**src/srp_defines.vh**
```
// Offsets, report layout, field positions and codes for the settings readout
`ifndef SRP_DEFINES_VH
`define SRP_DEFINES_VH

// ----------------------------------------------------------------------
// Register offsets (byte addresses on the register port)
// ----------------------------------------------------------------------
`define SRP_ADDR_W        8
`define SRP_OFF_EDGE_REF  8'h00
`define SRP_OFF_VID_LO    8'h01
`define SRP_OFF_VID_HI    8'h02
`define SRP_OFF_PID_LO    8'h03
`define SRP_OFF_PID_HI    8'h04
`define SRP_OFF_ATTR      8'h05
`define SRP_OFF_CURR      8'h06
`define SRP_OFF_PIN0      8'h08
`define SRP_OFF_STATUS    8'h10
`define SRP_OFF_APPLY     8'h11
`define SRP_WIN_CHIP      2'h1
`define SRP_WIN_PIN       2'h2

// ----------------------------------------------------------------------
// Report layout
// ----------------------------------------------------------------------
`define SRP_RPT_CMD       8'hB0
`define SRP_RPT_OK        8'h00
`define SRP_IDX_CMD       6'h00
`define SRP_IDX_CODE      6'h01
`define SRP_IDX_LEN       6'h02
`define SRP_IDX_CS7       6'h07
`define SRP_IDX_VID_LO    6'h08
`define SRP_IDX_VID_HI    6'h09
`define SRP_IDX_PID_LO    6'h0A
`define SRP_IDX_PID_HI    6'h0B
`define SRP_IDX_ATTR      6'h0C
`define SRP_IDX_CURR      6'h0D
`define SRP_IDX_PIN0      6'h04
`define SRP_IDX_PIN3      6'h07

// ----------------------------------------------------------------------
// Field positions
// ----------------------------------------------------------------------
`define SRP_BIT_FALL_EN   6
`define SRP_BIT_RISE_EN   5
`define SRP_BIT_ADC_HI    4
`define SRP_BIT_ADC_LO    3
`define SRP_BIT_DAC_SUPPLY 2
`define SRP_BIT_OUT_VAL   4
`define SRP_BIT_DIR_IN    3
`define SRP_BIT_STAT_FLAG 0

// ----------------------------------------------------------------------
// Pin function codes
// ----------------------------------------------------------------------
`define SRP_FN_GPIO       3'h0
`define SRP_FN_DEDIC      3'h1
`define SRP_FN_ALT0       3'h2
`define SRP_FN_ALT1       3'h3
`define SRP_FN_ALT2       3'h4

// ----------------------------------------------------------------------
// Analog reference codes
// ----------------------------------------------------------------------
`define SRP_REF_OFF       2'h0
`define SRP_REF_1V024     2'h1
`define SRP_REF_2V048     2'h2
`define SRP_REF_4V096     2'h3

`endif

```
**src/srp_settings_readout.v**
```verilog
// Stored power-up settings, their 64-byte report images and pin setup
//
// The implementer's own choices: the plain strobed port and the address map.
`timescale 1ns/1ps
`default_nettype none
`include "srp_defines.vh"

// Overview of operation
// - A falling edge on the edge pin sets the flag when fall detect is on.
// - A rising edge sets the flag when rise detect is on; both may be on.
// - Byte 7 bits 4-3 pick a 4.096, 2.048 or 1.024 V reference, or none.
// - Byte 7 bit 2 picks the supply (one) or the internal reference (zero).
// - Settings bytes 8 and 9 carry the vendor identifier, low byte first.
// - Bytes 10 and 11 carry the product identifier, low byte first.
// - Byte 12 is the enumeration attributes value and is also reported.
// - The requested current is byte 13 times two milliamperes.
// - Pin report bytes 0-3: command echo, success code, length, free byte.
// - Bytes 4 to 6 hold pins zero to two; a general output drives bit 4.
// - Bit 3 is the direction, one meaning input, in general mode only.
// - Pin zero: general, suspend, receive light; other codes ignored.
// - Pin one: general, clock, analog in, transmit light, edge detect.
// - Pin two: general, bus configured, analog in two, analog out one.
// - Pin three, byte 7: general, traffic light, analog in, analog out.
module srp_settings_readout #(
   parameter [7:0]  CS7_RST     = 8'h00,
   parameter [15:0] VID_RST     = 16'h0000, // Arbitrary neutral value
   parameter [15:0] PID_RST     = 16'h0000, // Arbitrary neutral value
   parameter [7:0]  ATTR_RST    = 8'h80,
   parameter [7:0]  CURR_RST    = 8'h32,
   parameter [7:0]  PIN_RST     = 8'h08,
   parameter [7:0]  CHIP_LEN    = 8'h0E,
   parameter [7:0]  PIN_LEN     = 8'h08
) (
   // Clock and reset
   input  wire        mclk,
   input  wire        srst,
   // Register port
   input  wire [7:0]  addr,
   input  wire [7:0]  wdata,
   input  wire        wr_stb,
   input  wire        rd_stb,
   output reg  [7:0]  rdata_q,
   // Pin pads and sources for the alternate functions
   input  wire [3:0]  pin_in,
   input  wire        suspend_indicator,
   input  wire        receive_activity_light,
   input  wire        clock_out_src,
   input  wire        transmit_activity_light,
   input  wire        bus_configured_indicator,
   input  wire        bus_traffic_light,
   output reg  [3:0]  pin_out_q,
   output reg  [3:0]  pin_oe_q,
   // Analog routing: input bit 0 pin one ... bit 2 pin three; output bit 0 pin two, bit 1 pin three
   output reg  [2:0]  analog_input_en_q,
   output reg  [1:0]  analog_output_en_q,
   output reg  [1:0]  adc_ref_sel_q,
   output reg         dac_ref_supply_q,
   // Enumeration values and edge detection
   output reg  [15:0] vid_q,
   output reg  [15:0] pid_q,
   output reg  [7:0]  usb_attr_q,
   output reg  [8:0]  usb_current_ma_q,
   output reg         int_flag_q
);

   // ----------------------------------------------------------------------
   // Stored settings and active pin configuration
   // ----------------------------------------------------------------------
   reg  [7:0]  cs7_q;
   reg  [7:0]  vid_lo_q;
   reg  [7:0]  vid_hi_q;
   reg  [7:0]  pid_lo_q;
   reg  [7:0]  pid_hi_q;
   reg  [7:0]  attr_q;
   reg  [7:0]  curr_q;
   reg  [7:0]  pin_set_q [0:3];
   reg  [7:0]  pin_act_q [0:3];
   reg         load_q;
   reg  [3:0]  sync1_q;
   reg  [3:0]  sync2_q;
   reg         edge_prev_q;
   reg  [3:0]  pin_out_d;
   reg  [3:0]  pin_oe_d;
   reg  [2:0]  ain_d;
   reg  [1:0]  aout_d;
   reg  [7:0]  rpt_byte;
   reg  [7:0]  rdata_d;
   wire        apply_wr;
   wire        flag_clr;
   wire        edge_en;
   wire        rise_seen;
   wire        fall_seen;
   wire        pin_hit;
   wire [5:0]  idx;
   integer     i, j, m;

   assign apply_wr = wr_stb && (addr == `SRP_OFF_APPLY);
   assign flag_clr = wr_stb && (addr == `SRP_OFF_STATUS) &&
                     wdata[`SRP_BIT_STAT_FLAG];
   assign idx      = addr[5:0];
   assign pin_hit  = ((addr & 8'hFC) == `SRP_OFF_PIN0);

   // Software writes to the stored settings
   always @(posedge mclk) begin
      if (srst) begin
         cs7_q    <= CS7_RST;
         vid_lo_q <= VID_RST[7:0];
         vid_hi_q <= VID_RST[15:8];
         pid_lo_q <= PID_RST[7:0];
         pid_hi_q <= PID_RST[15:8];
         attr_q   <= ATTR_RST;
         curr_q   <= CURR_RST;
         for (i = 0; i < 4; i = i + 1)
            pin_set_q[i] <= PIN_RST;
      end else if (wr_stb) begin
         case (addr)
            `SRP_OFF_EDGE_REF: cs7_q    <= wdata;
            `SRP_OFF_VID_LO:   vid_lo_q <= wdata;
            `SRP_OFF_VID_HI:   vid_hi_q <= wdata;
            `SRP_OFF_PID_LO:   pid_lo_q <= wdata;
            `SRP_OFF_PID_HI:   pid_hi_q <= wdata;
            `SRP_OFF_ATTR:     attr_q   <= wdata;
            `SRP_OFF_CURR:     curr_q   <= wdata;
            default: if (pin_hit) pin_set_q[addr[1:0]] <= wdata;
         endcase
      end
   end

   // Pin setup is taken from the stored bytes only on the cycle after reset
   // or on an explicit apply, so edits to stored values never glitch pins
   always @(posedge mclk) begin
      if (srst) begin
         load_q <= 1'b1;
         for (j = 0; j < 4; j = j + 1)
            pin_act_q[j] <= PIN_RST;
      end else begin
         load_q <= 1'b0;
         if (load_q || apply_wr) begin
            for (j = 0; j < 4; j = j + 1)
               pin_act_q[j] <= pin_set_q[j];
         end
      end
   end

   // ----------------------------------------------------------------------
   // Pin input synchroniser and edge detection
   // ----------------------------------------------------------------------
   // Runs through reset so the edge history matches the pad, no false edge
   always @(posedge mclk) begin
      sync1_q     <= pin_in;
      sync2_q     <= sync1_q;
      edge_prev_q <= sync2_q[1];
   end

   // Edge detect lives on pin one
   assign edge_en   = (pin_act_q[1][2:0] == `SRP_FN_ALT2);
   assign rise_seen = edge_en && cs7_q[`SRP_BIT_RISE_EN] &&
                      sync2_q[1] && !edge_prev_q;
   assign fall_seen = edge_en && cs7_q[`SRP_BIT_FALL_EN] &&
                      !sync2_q[1] && edge_prev_q;

   // Sticky flag; a new edge beats a clear in the same cycle
   always @(posedge mclk) begin
      if (srst) begin
         int_flag_q <= 1'b0;
      end else if (rise_seen || fall_seen) begin
         int_flag_q <= 1'b1;
      end else if (flag_clr) begin
         int_flag_q <= 1'b0;
      end
   end

   // ----------------------------------------------------------------------
   // Pin function multiplexing
   // ----------------------------------------------------------------------
   // Ignored function codes leave the pin undriven rather than guessing
   always @* begin
      pin_out_d = 4'h0;
      pin_oe_d  = 4'h0;
      ain_d     = 3'h0;
      aout_d    = 2'h0;
      // General output drives the stored level
      // Direction bit counts only in general mode
      for (m = 0; m < 4; m = m + 1)
         if (pin_act_q[m][2:0] == `SRP_FN_GPIO) begin
            pin_out_d[m] = pin_act_q[m][`SRP_BIT_OUT_VAL];
            pin_oe_d[m]  = !pin_act_q[m][`SRP_BIT_DIR_IN];
         end
      case (pin_act_q[0][2:0])
         `SRP_FN_DEDIC: begin
            pin_out_d[0] = suspend_indicator;
            pin_oe_d[0]  = 1'b1;
         end
         `SRP_FN_ALT0: begin
            pin_out_d[0] = receive_activity_light;
            pin_oe_d[0]  = 1'b1;
         end
         default: ;
      endcase
      case (pin_act_q[1][2:0])
         `SRP_FN_DEDIC: begin
            pin_out_d[1] = clock_out_src;
            pin_oe_d[1]  = 1'b1;
         end
         `SRP_FN_ALT0: ain_d[0] = 1'b1;
         `SRP_FN_ALT1: begin
            pin_out_d[1] = transmit_activity_light;
            pin_oe_d[1]  = 1'b1;
         end
         default: ;
      endcase
      case (pin_act_q[2][2:0])
         `SRP_FN_DEDIC: begin
            pin_out_d[2] = bus_configured_indicator;
            pin_oe_d[2]  = 1'b1;
         end
         `SRP_FN_ALT0: ain_d[1]  = 1'b1;
         `SRP_FN_ALT1: aout_d[0] = 1'b1;
         default: ;
      endcase
      case (pin_act_q[3][2:0])
         `SRP_FN_DEDIC: begin
            pin_out_d[3] = bus_traffic_light;
            pin_oe_d[3]  = 1'b1;
         end
         `SRP_FN_ALT0: ain_d[2]  = 1'b1;
         `SRP_FN_ALT1: aout_d[1] = 1'b1;
         default: ;
      endcase
   end

   // Registered pin and analog outputs, plus decoded enumeration values
   always @(posedge mclk) begin
      if (srst) begin
         pin_out_q          <= 4'h0;
         pin_oe_q           <= 4'h0;
         analog_input_en_q  <= 3'h0;
         analog_output_en_q <= 2'h0;
         adc_ref_sel_q      <= `SRP_REF_OFF;
         dac_ref_supply_q   <= 1'b0;
         vid_q              <= 16'h0000;
         pid_q              <= 16'h0000;
         usb_attr_q         <= 8'h00;
         usb_current_ma_q   <= 9'h000;
      end else begin
         pin_out_q          <= pin_out_d;
         pin_oe_q           <= pin_oe_d;
         analog_input_en_q  <= ain_d;
         analog_output_en_q <= aout_d;
         adc_ref_sel_q      <= cs7_q[`SRP_BIT_ADC_HI:`SRP_BIT_ADC_LO];
         dac_ref_supply_q   <= cs7_q[`SRP_BIT_DAC_SUPPLY];
         vid_q              <= {vid_hi_q, vid_lo_q};
         pid_q              <= {pid_hi_q, pid_lo_q};
         usb_attr_q         <= attr_q;
         // Current in milliamperes is twice the stored byte
         usb_current_ma_q   <= {curr_q, 1'b0};
      end
   end

   // ----------------------------------------------------------------------
   // Report images and register readback
   // ----------------------------------------------------------------------
   // Report bytes come from the stored settings, not the active copy,
   // so a host sees what the next apply will load
   always @* begin
      rpt_byte = 8'h00;
      if (idx == `SRP_IDX_CMD) begin
         rpt_byte = `SRP_RPT_CMD;
      end else if (idx == `SRP_IDX_CODE) begin
         rpt_byte = `SRP_RPT_OK;
      end else if (addr[7:6] == `SRP_WIN_CHIP) begin
         case (idx)
            `SRP_IDX_LEN:    rpt_byte = CHIP_LEN;
            `SRP_IDX_CS7:    rpt_byte = cs7_q;
            `SRP_IDX_VID_LO: rpt_byte = vid_lo_q;
            `SRP_IDX_VID_HI: rpt_byte = vid_hi_q;
            `SRP_IDX_PID_LO: rpt_byte = pid_lo_q;
            `SRP_IDX_PID_HI: rpt_byte = pid_hi_q;
            `SRP_IDX_ATTR:   rpt_byte = attr_q;
            `SRP_IDX_CURR:   rpt_byte = curr_q;
            default:         rpt_byte = 8'h00;
         endcase
      end else begin
         if (idx == `SRP_IDX_LEN) begin
            rpt_byte = PIN_LEN;
         // Pin bytes at report positions four to seven
         end else if (idx >= `SRP_IDX_PIN0 && idx <= `SRP_IDX_PIN3) begin
            rpt_byte = pin_set_q[idx[1:0]];
         end
      end
   end

   // Read data valid only in the cycle after the read strobe
   always @* begin
      rdata_d = 8'h00;
      if (addr[7:6] == `SRP_WIN_CHIP || addr[7:6] == `SRP_WIN_PIN) begin
         rdata_d = rpt_byte;
      end else begin
         case (addr)
            `SRP_OFF_EDGE_REF: rdata_d = cs7_q;
            `SRP_OFF_VID_LO:   rdata_d = vid_lo_q;
            `SRP_OFF_VID_HI:   rdata_d = vid_hi_q;
            `SRP_OFF_PID_LO:   rdata_d = pid_lo_q;
            `SRP_OFF_PID_HI:   rdata_d = pid_hi_q;
            `SRP_OFF_ATTR:     rdata_d = attr_q;
            `SRP_OFF_CURR:     rdata_d = curr_q;
            `SRP_OFF_STATUS:   rdata_d = {sync2_q, 3'h0, int_flag_q};
            default: if (pin_hit) rdata_d = pin_set_q[addr[1:0]];
         endcase
      end
   end

   // Read data stands for one cycle only, so a stale value never lingers
   always @(posedge mclk) begin
      rdata_q <= (rd_stb && !srst) ? rdata_d : 8'h00;
   end

endmodule
`default_nettype wire

```
**config.mk**
```make
export PLATFORM = sky130hd
export DESIGN_NAME = srp_settings_readout
export DESIGN_NICKNAME = d
export VERILOG_FILES = /design/src/srp_settings_readout.v
export VERILOG_INCLUDE_DIRS = /design/src
export SDC_FILE = /design/constraint.sdc
export NUM_CORES = 1
export LEC_CHECK = 0
export BUFFER_PORTS_ARGS = -buffer_cell sky130_fd_sc_hd__buf_2
export CAP_MARGIN = 20
export CORE_MARGIN = 1
export CORE_UTILIZATION = 58
export DETAILED_ROUTE_END_ITERATION = 6
export GPL_TIMING_DRIVEN = 0
export PLACE_DENSITY = 0.92
export SYNTH_ARGS = -nofsm -noshare
export SYNTH_HDL_FRONTEND = slang
export SYNTH_SLANG_ARGS = --single-unit
```
**constraint.sdc**
```tcl
create_clock -name mclk -period 2.4 [get_ports mclk]
set_clock_uncertainty 0.05 [all_clocks]
set_input_delay 0.24 -clock mclk [delete_from_list [all_inputs] [get_ports mclk]]
set_output_delay 0.24 -clock mclk [all_outputs]
set_load 0.02 [all_outputs]
```
==> results of run 1 <==
## critical path, delay by kind of cell
family	cells	cell delay, ns
buffers and inverters	1	0.19
AND/OR/NAND/NOR	5	1.81
## logic make-up after synthesis
family | count (synthesis) | share of synthesized area
AO/OA/AOI/OAI | 118 | 0.101
adder cells (fa/ha/maj) | 2 | 0.00310
buffers and inverters | 69 | 0.0437
flip-flops | 191 | 0.537
multiplexers | 59 | 0.0902
other | 1 | 0.000464
AND/OR/NAND/NOR | 310 | 0.224
## registers in the layout, summed over array words and instances, names as in the netlist, 2 cells and up
signal / flops
pin_set_q: 32
pin_act_q: 20
pid_q: 16
vid_q: 16
attr_q: 8
cs7_q: 8
curr_q: 8
pid_hi_q: 8
pid_lo_q: 8
rdata_q: 8
usb_attr_q: 8
usb_current_ma_q: 8
vid_hi_q: 8
vid_lo_q: 8
pin_oe_q: 4
pin_out_q: 4
sync1_q: 4
sync2_q: 4
analog_input_en_q: 3
adc_ref_sel_q: 2
analog_output_en_q: 2
## routing by layer
metal / track usage / up-vias / routed length [microns]
li1: - / 2943 / -
met1: 0.481 / 3204 / 10200
met2: 0.545 / 493 / 11300
met3: 0.0951 / 98 / 2680
met4: 0.173 / 0 / 1120
met5: 0 / - / 0
## synth_stat cells (9+ instances only)
cell type,n,area share
dfxtp_1,139,0.34
nor2b_1,58,0.045
nand2_1,57,0.026
edfxtp_1,52,0.19
and2_1,46,0.036
nand3_1,43,0.027
a21oi_1,42,0.026
mux2i_1,38,0.047
nor2_1,36,0.017
clkbuf_1,30,0.014
a22oi_1,14,0.013
inv_1,12,0.0056
buf_2,11,0.0068
mux2_2,11,0.015
mux4_2,10,0.028
nand4_1,10,0.0077
buf_4,9,0.0084
## through the flow
step | instances | util | worst slack (ns) | instance area (sq um)
global route | 1063 | 0.707 | 0.0895 | 9480
global placement | 1022 | 0.655 | -0.157 | 8780
floorplan | 750 | - | 0.440 | 8080
detailed placement | 1022 | 0.655 | -0.153 | 8780
CTS | 1063 | 0.707 | 0.297 | 9480
finish | 1063 | 0.707 | 0.221 | 9480
## layout make-up
type | count | area, sq um | share of cell area
flip-flops and latches | 191 | 4340 | 0.458
multi-input cells | 490 | 3390 | 0.357
repair buffers | 105 | 571 | 0.0602
clock buffers | 19 | 453 | 0.0478
plain buffers | 57 | 308 | 0.0325
well taps | 176 | 220 | 0.0232
clock inverters | 13 | 153 | 0.0161
inverters | 12 | 45.0 | 0.00475
## how the worst max path moves through the flow
stage	depth (start not counted)	startpoint	endpoint	slack (ns)
after floorplan	6	addr[2]	pin_act_q[0][0]$_SDFFCE_PN0P_	0.44
after global placement	6	addr[2]	pin_set_q[0][3]$_SDFFCE_PN1P_	-0.16
after detailed placement	6	addr[2]	pin_set_q[2][3]$_SDFFCE_PN1P_	-0.15
after CTS	6	addr[2]	pin_set_q[2][4]$_SDFFCE_PN0P_	0.30
after global routing	6	addr[2]	pin_set_q[2][4]$_SDFFCE_PN0P_	0.09
final	6	addr[2]	pin_set_q[1][2]$_SDFFCE_PN0P_	0.22
## power by group
part | internal, mW | switching [mW]
logic | 0.167 | 0.333
registers | 3.38 | 0.0399
clock network | 1.61 | 1.27
## cell usage in the layout, fill, tap and decap left out, types with 8 or more instances in the layout
cell type | netlist | layout
dfxtp_1 | 139 | 139
nand2_1 | 57 | 57
and2_1 | 46 | 46
nand4_1 | 10 | 10
clkbuf_1 | 30 | 30
a22oi_1 | 14 | 14
mux2i_1 | 38 | 38
inv_1 | 12 | 12
mux4_2 | 10 | 10
nor2b_1 | 58 | 58
a21oi_1 | 42 | 42
o21ai_0 | 8 | 8
buf_4 | 9 | 9
nor2_1 | 36 | 36
dlygate4sd3_1 | 0 | 9
and3_1 | 8 | 8
mux2_2 | 11 | 11
clkbuf_16 | 0 | 17
buf_2 | 11 | 107
nand3_1 | 43 | 43
edfxtp_1 | 52 | 52
==> summary.md, run 1 <==
| Metric | Value |
|---|---|
| Core Area | 0.0134 sq mm |
| GRT Util Overall | 0.360 |
| Initial antenna violation count | 0 |
| Hold buffers post-CTS | 9 |
| Wire per inst | 23.8 microns |
| CP peak stage delay | 0.57 ns |
| Root buffer cell | clkbuf_16 |
| Slowest-stage cell, CP | nor2b_1 |
| Crit path launch type | input pin |
| Cells after Synth | 750 |
| Post-CTS Setup Inserts | 0 |
| Top Ports | 104 |
| CP Data Required Time | 2.48 ns |
| Ys async rst share | 0 |
| Post-synth net total | 782 |
| Failing checks | DRC |
| RSZ-0062 raised after global routing | false |
| Worst hold path class | input pin to register |
| Status | complete, but fails checks |
| Hpwl dp | 18300 microns |
| VDD IR max | 0.506 mV |
| Vias in the first global route | 6262 |
| Final Max Tran Viols | 0 |
| Post-CTS sizing | 0 |
| Synth Warn # | 0 |
| Largest net degree at the start of global routing | 21 |
| Initial core utilization | 0.603 |
| DR pass1 iterations | 7 |
| Die ar. | 0.0144 sq mm |
| Final min period | 2.18 ns |
| Synth-to-layout area growth | 17.3% |
| Gpl congestion | 0.997 |
| Worst-path fanout max | 9 |
| Final hold slack | 0.0163 ns |
| FF-to-FF End | rdata_q[1]$_SDFF_PN0_ |
| Die X | 120 microns |
| Clk sinks | 191 |
| Setup Crit Path Kind | input pin to register |
| Yosys cell types | 65 |
| DR vias | 6738 |
| Post-synth top flop | dfxtp_1 |
| Vias/cell | 6.34 |
| MaxCap Viol Count | 0 |
| Worst endpoint data arrival time | 2.26 ns |
| Die Ht | 120 microns |
| P_leak | 3.64 nW |
| Share of cells above drive strength 1 | 0.218 |
| Fin Setup TNS | 0 ns |
| Drc violations | 2 |
| CTS tree | done |
| Num CTS Buffers | 17 |
| CP Cell Sequence | buf_2, nor2b_1, and3_1, nand3b_1, nor3_2, or2_2 |
| Pwr per Cell Area | 718 mW/mm^2 |
| Worst R2R Path Depth | 5 |
| FILL cells | 983 |
| Hold Vio Cnt, Final | 0 |
| Mean post-synth cell area | 10.8 sq um |
| Synthesized cell area | 0.00808 sq mm |
| Clk slew on worst S/H paths | 0.07 ns |
| Grt ovf | 0 |
| Worst skew pair latency | 0.44 ns |
| Max Fclk | 0.459 GHz |
| Hold path endpoint | pid_lo_q[6]$_SDFFE_PP0P_ |
| Detailed Route Iter0 Violations | 998 |
| First-pass GRT wire length | 37600 microns |
| Final WL | 25300 microns |
| CTS H-tree lvls | 4 |
| Setup violation total in the final timing report | 0 |
| Nets | 906 |
| Least-Margin Pin Slew | 0.937 ns |
| Max Buffers Root-to-Sink | 2 |
| Setup slack, reg-to-reg | 0.36 ns |
| Reg2reg start | vid_lo_q[1]$_SDFFE_PP0P_ |
| # rows | 42 |
| Flops & latches, synth | 191 |
| Critical Path Sink Type | register |
| Post-synth EDFFs | 52 |
| ANT nets after route | 0 |
| Final worst-path cycle share | 0.908 |
| Worst hold path startpoint | wdata[6] |
| Hold Path Depth | 3 |
| Max-slew headroom | 0.375 |
| Power consumption | 6.80 mW |
| Register area share after synthesis | 0.537 |
| ANT cells | 0 |
| Count of input and output buffers | 96 |
Note: power is estimated with default switching activity, not from simulation.
==> inputs of run 2 (changes only) <==
--- a/config.mk
+++ b/config.mk
@@ -10,8 +10,8 @@
 export CAP_MARGIN = 20
 export CORE_MARGIN = 1
-export CORE_UTILIZATION = 58
+export CORE_UTILIZATION = 40
 export DETAILED_ROUTE_END_ITERATION = 6
 export GPL_TIMING_DRIVEN = 0
-export PLACE_DENSITY = 0.92
+export PLACE_DENSITY = 0.71
 export SYNTH_ARGS = -nofsm -noshare
 export SYNTH_HDL_FRONTEND = slang
==> constraint.sdc (replaced) <==
create_clock -name mclk -period 2.33 [get_ports mclk]
set_clock_uncertainty 0.05 [all_clocks]
set_input_delay 0.1165 -clock mclk [delete_from_list [all_inputs] [get_ports mclk]]
set_output_delay 0.1165 -clock mclk [all_outputs]
set_load 0.02 [all_outputs]
==> run 2 against run 1 <==
Against the previous run:
- the run now ends clean
- die area is 44% higher
- core utilization fell by 22 points
- critical path depth unchanged
- clock power is 5% lower
- largest cell class unchanged
- largest power group unchanged
==> summary.md, run 2 (same netlist as run 1, synthesis figures left out) <==
| Metric | Value |
|---|---|
| Met1 GRT Util | 0.349 |
| Final WL | 25300 microns |
| Most frequent cells in the layout | dfxtp_1 (139), buf_2 (107), nor2b_1 (58), nand2_1 (57), edfxtp_1 (52) |
| Largest regs | pin_set_q (32), pin_act_q (20) |
| Hpwl dp | 18700 microns |
| Nets | 911 |
| Largest net degree at the start of global routing | 21 |
| Drc violations | 0 |
| CTS H-tree lvls | 4 |
| Max reg flops | 32 |
| Synth-to-layout area growth | 18.6% |
| Final worst-path cycle share | 0.870 |
| MaxCap Viol Count | 0 |
| CTS tree | done |
| Setup Crit Path Kind | input pin to register |
| Vias/cell | 5.52 |
| Met2 Usage GRT | 0.389 |
| Grt peak-use layer | met2 |
| ANT cells | 0 |
| Layout Cells excl Fill | 1157 |
| CP Cell Sequence | buf_2, nor2b_1, and3_1, nand3b_1, nor2b_1, or2_2 |
| First-pass GRT wire length | 37300 microns |
| RSZ-0062 raised after global routing | false |
| Least-Margin Pin Slew | 0.926 ns |
| ANT nets after route | 0 |
| Post-CTS sizing | 0 |
| DR pass1 iterations | 6 |
| Top delay family on crit path | simple AND/OR/NAND/NOR gates |
| Die ar. | 0.0208 sq mm |
| Hold Vio Cnt, Final | 0 |
| Most used cell, CP | nor2b_1 |
| Wire per inst | 21.9 microns |
| Die Ht | 144 microns |
| Critical Path Sink Type | register |
| Final hold slack | 0.0565 ns |
| Pre-CTS setup slack | -0.0978 ns |
| Commonest non-fill, non-tap cell in the layout | dfxtp_1 |
| Vias in the first global route | 5905 |
| Die X | 144 microns |
| Num CTS Buffers | 17 |
| CP Data Required Time | 2.39 ns |
| DR vias | 6389 |
| Pwr per Cell Area | 707 mW/mm^2 |
| CP peak stage delay | 0.53 ns |
| Most flops, register | pin_set_q |
| Initial core utilization | 0.411 |
| GRT Util Overall | 0.253 |
| Worst-path fanout max | 9 |
| Count of input and output buffers | 96 |
| Post-CTS Setup Inserts | 0 |
| Slowest-stage cell, CP | nor2b_1 |
| Setup violation total in the final timing report | 0 |
| Worst hold path class | input pin to register |
| VDD IR max | 0.455 mV |
| Crit path launch type | input pin |
| Core Area | 0.0197 sq mm |
| Clk sinks | 191 |
| Top Ports | 104 |
| Worst endpoint data arrival time | 2.09 ns |
| Max Fclk | 0.493 GHz |
| Setup ws final | 0.302 ns |
| Root buffer cell | clkbuf_16 |
| Max Buffers Root-to-Sink | 2 |
| Max-slew headroom | 0.382 |
| Final min period | 2.03 ns |
| Final Max Tran Viols | 0 |
| Power consumption | 6.78 mW |
| Placed insts | 1111 |
| Crit path buffers/inverters | 1 |
| Share of cells above drive strength 1 | 0.209 |
| Status | complete, no violations |
| Detailed Route Iter0 Violations | 755 |
| Initial antenna violation count | 0 |
| Final Core Density | 0.488 |
| FILL cells | 1875 |
| Met3 Usage GRT | 0.0632 |
| Clk slew on worst S/H paths | 0.07 ns |
| # rows | 51 |
| Worst skew pair latency | 0.43 ns |
| Grt ovf | 0 |
| Gpl congestion | 0.962 |
| P_leak | 3.63 nW |
run 2: changes by cell type in the layout (fill, tap and decap cells not counted):
cell           change
bufinv_16          -1
clkbuf_1           +5
clkbuf_16          +1
clkinv_2           -1
clkinv_4           -1
inv_8              -2
clkinv_1           +2
clkinvlp_4         +1
inv_6              -2
dlygate4sd3_1      +5
clkbuf_8           -2
run 2: final timing paths:
path / startpoint / to / slack [ns] / cells after the start
worst min register to register: sync1_q[1]$_DFF_P_ / sync2_q[1]$_DFF_P_ / 0.28 / 0
worst max register to register: curr_q[1]$_SDFFE_PP1P_ / rdata_q[1]$_SDFF_PN0_ / 0.33 / 5
worst min-delay path: rd_stb / rdata_q[5]$_SDFF_PN0_ / 0.06 / 3
worst max-delay path: addr[2] / pin_set_q[2][7]$_SDFFCE_PN0P_ / 0.30 / 6
run 2: repair_timing:
item,CTS,global route
hold buffers,14,0
setup endpoints to repair,0,0
hold endpoints to repair,14,0
run 2: final cells by class:
type	instances	area (sq um)	share of cell area
plain buffers	57	308	0.0321
clock inverters	9	83.8	0.00874
clock buffers	23	469	0.0489
repair buffers	110	621	0.0647
well taps	265	332	0.0346
inverters	12	45.0	0.00470
flip-flops and latches	191	4340	0.453
multi-input cells	490	3390	0.353
run 2: worst reg2reg max path, stage by stage, from the launching register on:
cell      delay, ns
dfxtp_1        0.35
mux4_2         0.47
and3_1         0.19
a221o_1        0.26
a211oi_1       0.33
o32ai_1        0.19
run 2: report_power, final:
group	switching (mW)	internal [mW]	total, mW
logic	0.345	0.177	0.522
registers	0.0378	3.49	3.52
clock network	1.20	1.53	2.74
total	1.59	5.20	6.78
run 2: per-layer routing:
layer | wire (microns) | up-vias
met5 | 0 | -
met4 | 503 | 0
met3 | 2200 | 35
met2 | 11300 | 335
met1 | 11300 | 3060
li1 | - | 2959
run 2: per-stage QoR:
step / instance area [sq um] / setup TNS [ns]
6_report: 9590 / 0
5_1_grt: 9590 / 0
4_1_cts: 9590 / 0
3_5_place_dp: 8890 / -1.72
3_3_place_gp: 8890 / -1.58
2_1_floorplan: 8080 / 0
==> inputs of run 3 (changes only) <==
- CTS_BUF_LIST: unset -> sky130_fd_sc_hd__clkbuf_2
- TNS_END_PERCENT: unset -> 50
==> run 3 against run 2 <==
Against the previous run:
- the run now ends with setup timing left
- core utilization decreased by 0.12 points
- total power decreased by 16%
- critical path type unchanged
- critical path depth up 3
- clock power down 42%
- via count rose by 1.3%
- combinational power is 6.5% higher
- first-iteration DRC count increased by 15%
- fmax shrank 16%
==> summary.md, run 3 (same netlist as run 1, synthesis figures left out) <==
| Metric | Value |
|---|---|
| Fin Setup TNS | -0.0969 ns |
| CP peak stage delay | 0.63 ns |
| Largest regs | pin_set_q (32), pin_act_q (20) |
| CP Data Required Time | 2.90 ns |
| RSZ-0062 raised after global routing | true |
| Critical Path Sink Type | register |
| DR pass1 iterations | 5 |
| Wire per inst | 21.3 microns |
| Worst-path fanout max | 10 |
| Cell-internal power | 4.21 mW |
| Layout Cells excl Fill | 1189 |
| Seq pwr share | 0.623 |
| DR vias | 6474 |
| CTS tree | done |
| Placed standard-cell area | 0.00889 sq mm |
| Grt ovf | 0 |
| Max-slew headroom | 0.369 |
| Switching Fraction | 0.257 |
| VDD IR max | 0.327 mV |
| Worst endpoint data arrival time | 3.00 ns |
| Least-Margin Pin Slew | 0.947 ns |
| Nets | 941 |
| Largest net degree at the start of global routing | 21 |
| Combinational Power Share | 0.098 |
| Root buffer cell | clkbuf_2 |
| First-pass GRT wire length | 37500 microns |
| Switching pwr | 1.46 mW |
| Status | complete, but fails checks |
| Crit path launch type | input pin |
| Max reg flops | 32 |
| Placed insts | 1111 |
| CP Cell Sequence | dlygate4sd3_1, buf_4, buf_4, nor4b_2, dlygate4sd3_1, nand3_1, dlygate4sd3_1, a32oi_1, nor2_1 |
| Final hold slack | 0.0894 ns |
| CTS H-tree lvls | 4 |
| Final min period | 2.43 ns |
| Vias in the first global route | 5959 |
| Final Max Tran Viols | 0 |
| Die ar. | 0.0208 sq mm |
| Detailed Route Iter0 Violations | 872 |
| Clk sinks | 191 |
| Most flops, register | pin_set_q |
| Setup violation total in the final timing report | 1 |
| Count of input and output buffers | 96 |
| Die X | 144 microns |
| Worst hold path class | input pin to register |
| Setup Crit Path Kind | input pin to register |
| ANT nets after route | 0 |
| Clk pwr share | 0.279 |
| Hpwl dp | 18700 microns |
| Final Cell Area | 0.00956 sq mm |
| Max Buffers Root-to-Sink | 2 |
| Slowest-stage cell, CP | dlygate4sd3_1 |
| # rows | 51 |
| Drc violations | 0 |
| Max Fclk | 0.412 GHz |
| Gpl congestion | 0.962 |
| Synth-to-layout area growth | 18.3% |
| Num CTS Buffers | 17 |
| Die Ht | 144 microns |
| Commonest non-fill, non-tap cell in the layout | dfxtp_1 |
| Initial core utilization | 0.411 |
| Most used cell, CP | dlygate4sd3_1 |
| Core Area | 0.0197 sq mm |
| Clk slew on worst S/H paths | 0.25 ns |
| Hold Vio Cnt, Final | 0 |
| Failing checks | setup timing |
| Share of cells above drive strength 1 | 0.210 |
| Top Ports | 104 |
| Worst skew pair latency | 0.72 ns |
| GRT Util Overall | 0.253 |
| Pre-CTS setup slack | -0.0978 ns |
| Final worst-path cycle share | 1.04 |
| Final WL | 25400 microns |
| MaxCap Viol Count | 0 |
| Most frequent cells in the layout | dfxtp_1 (139), buf_2 (106), nand2_1 (57), nor2b_1 (57), edfxtp_1 (52) |
| Pwr per Cell Area | 593 mW/mm^2 |
| Setup ws final | -0.0969 ns |
| P_leak | 3.64 nW |
| Vias/cell | 5.44 |
| Initial antenna violation count | 1 |
==> run 3: cell types whose count changed in the layout (fill, tap and decap cells not counted), sizes merged <==
| cell | change |
|---|---|
| bufinv | +1 |
| buf | +1 |
| dlygate4sd3 | +28 |
| diode | +2 |
==> run 3: routing by layer <==
layer	part of all wire	up-vias	track usage
met2	0.44	329	0.382
met5	0	-	0
met3	0.080	45	0.0536
met1	0.45	3088	0.357
li1	-	3012	-
met4	0.031	0	0.0925
==> run 3: area by class of cell <==
class | count | area [sq um]
plain buffers | 57 | 310
inverters | 12 | 45.0
clock buffers | 22 | 110
flip-flops and latches | 191 | 4340
fillers | 1888 | 10100
multi-input cells | 490 | 3390
clock inverters | 10 | 114
repair buffers | 140 | 916
well taps | 265 | 332
diodes | 2 | 5.00
==> run 3: critical path, delay by kind of cell <==
kind,cells,cell delay (ns)
buf+inv,5,2.13
simple gates,3,0.60
compound gates,1,0.14
==> run 3: power by group through the flow <==
stage | registers [mW] | logic, mW | clock network (mW)
2_1_floorplan | 3.60 | 0.288 | 0
3_3_place_gp | 3.59 | 0.494 | 0
3_5_place_dp | 3.60 | 0.493 | 0
4_1_cts | 3.53 | 0.545 | 1.61
5_1_grt | 3.54 | 0.592 | 1.74
6_report | 3.53 | 0.556 | 1.58
==> run 3: final timing paths <==
path	from	slack (ns)	to	cells after the start
setup / recovery	addr[0]	-0.1	int_flag_q$_SDFFE_PP0P_	9
hold / removal	addr[2]	0.09	rdata_q[0]$_SDFF_PN0_	3
setup reg to reg	pid_hi_q[5]$_SDFFE_PP0P_	0.14	rdata_q[5]$_SDFF_PN0_	6
hold reg to reg	sync1_q[1]$_DFF_P_	0.30	sync2_q[1]$_DFF_P_	0
==> run 3: repair_timing <==
| action | CTS | global route |
|---|---|---|
| setup buffers | 0 | 2 |
| endpoints found under the setup margin | 0 | 6 |
| resized for setup | 0 | 2 |
| hold buffers | 42 | 0 |
| hold endpoints to repair | 78 | 0 |
==> run 3: metrics by stage <==
step,power [mW],utilization
final,5.67,0.487
after CTS,5.68,0.485
after global placement,4.09,0.453
after detailed placement,4.09,0.453
after global routing,5.88,0.487
after floorplan,3.89,-
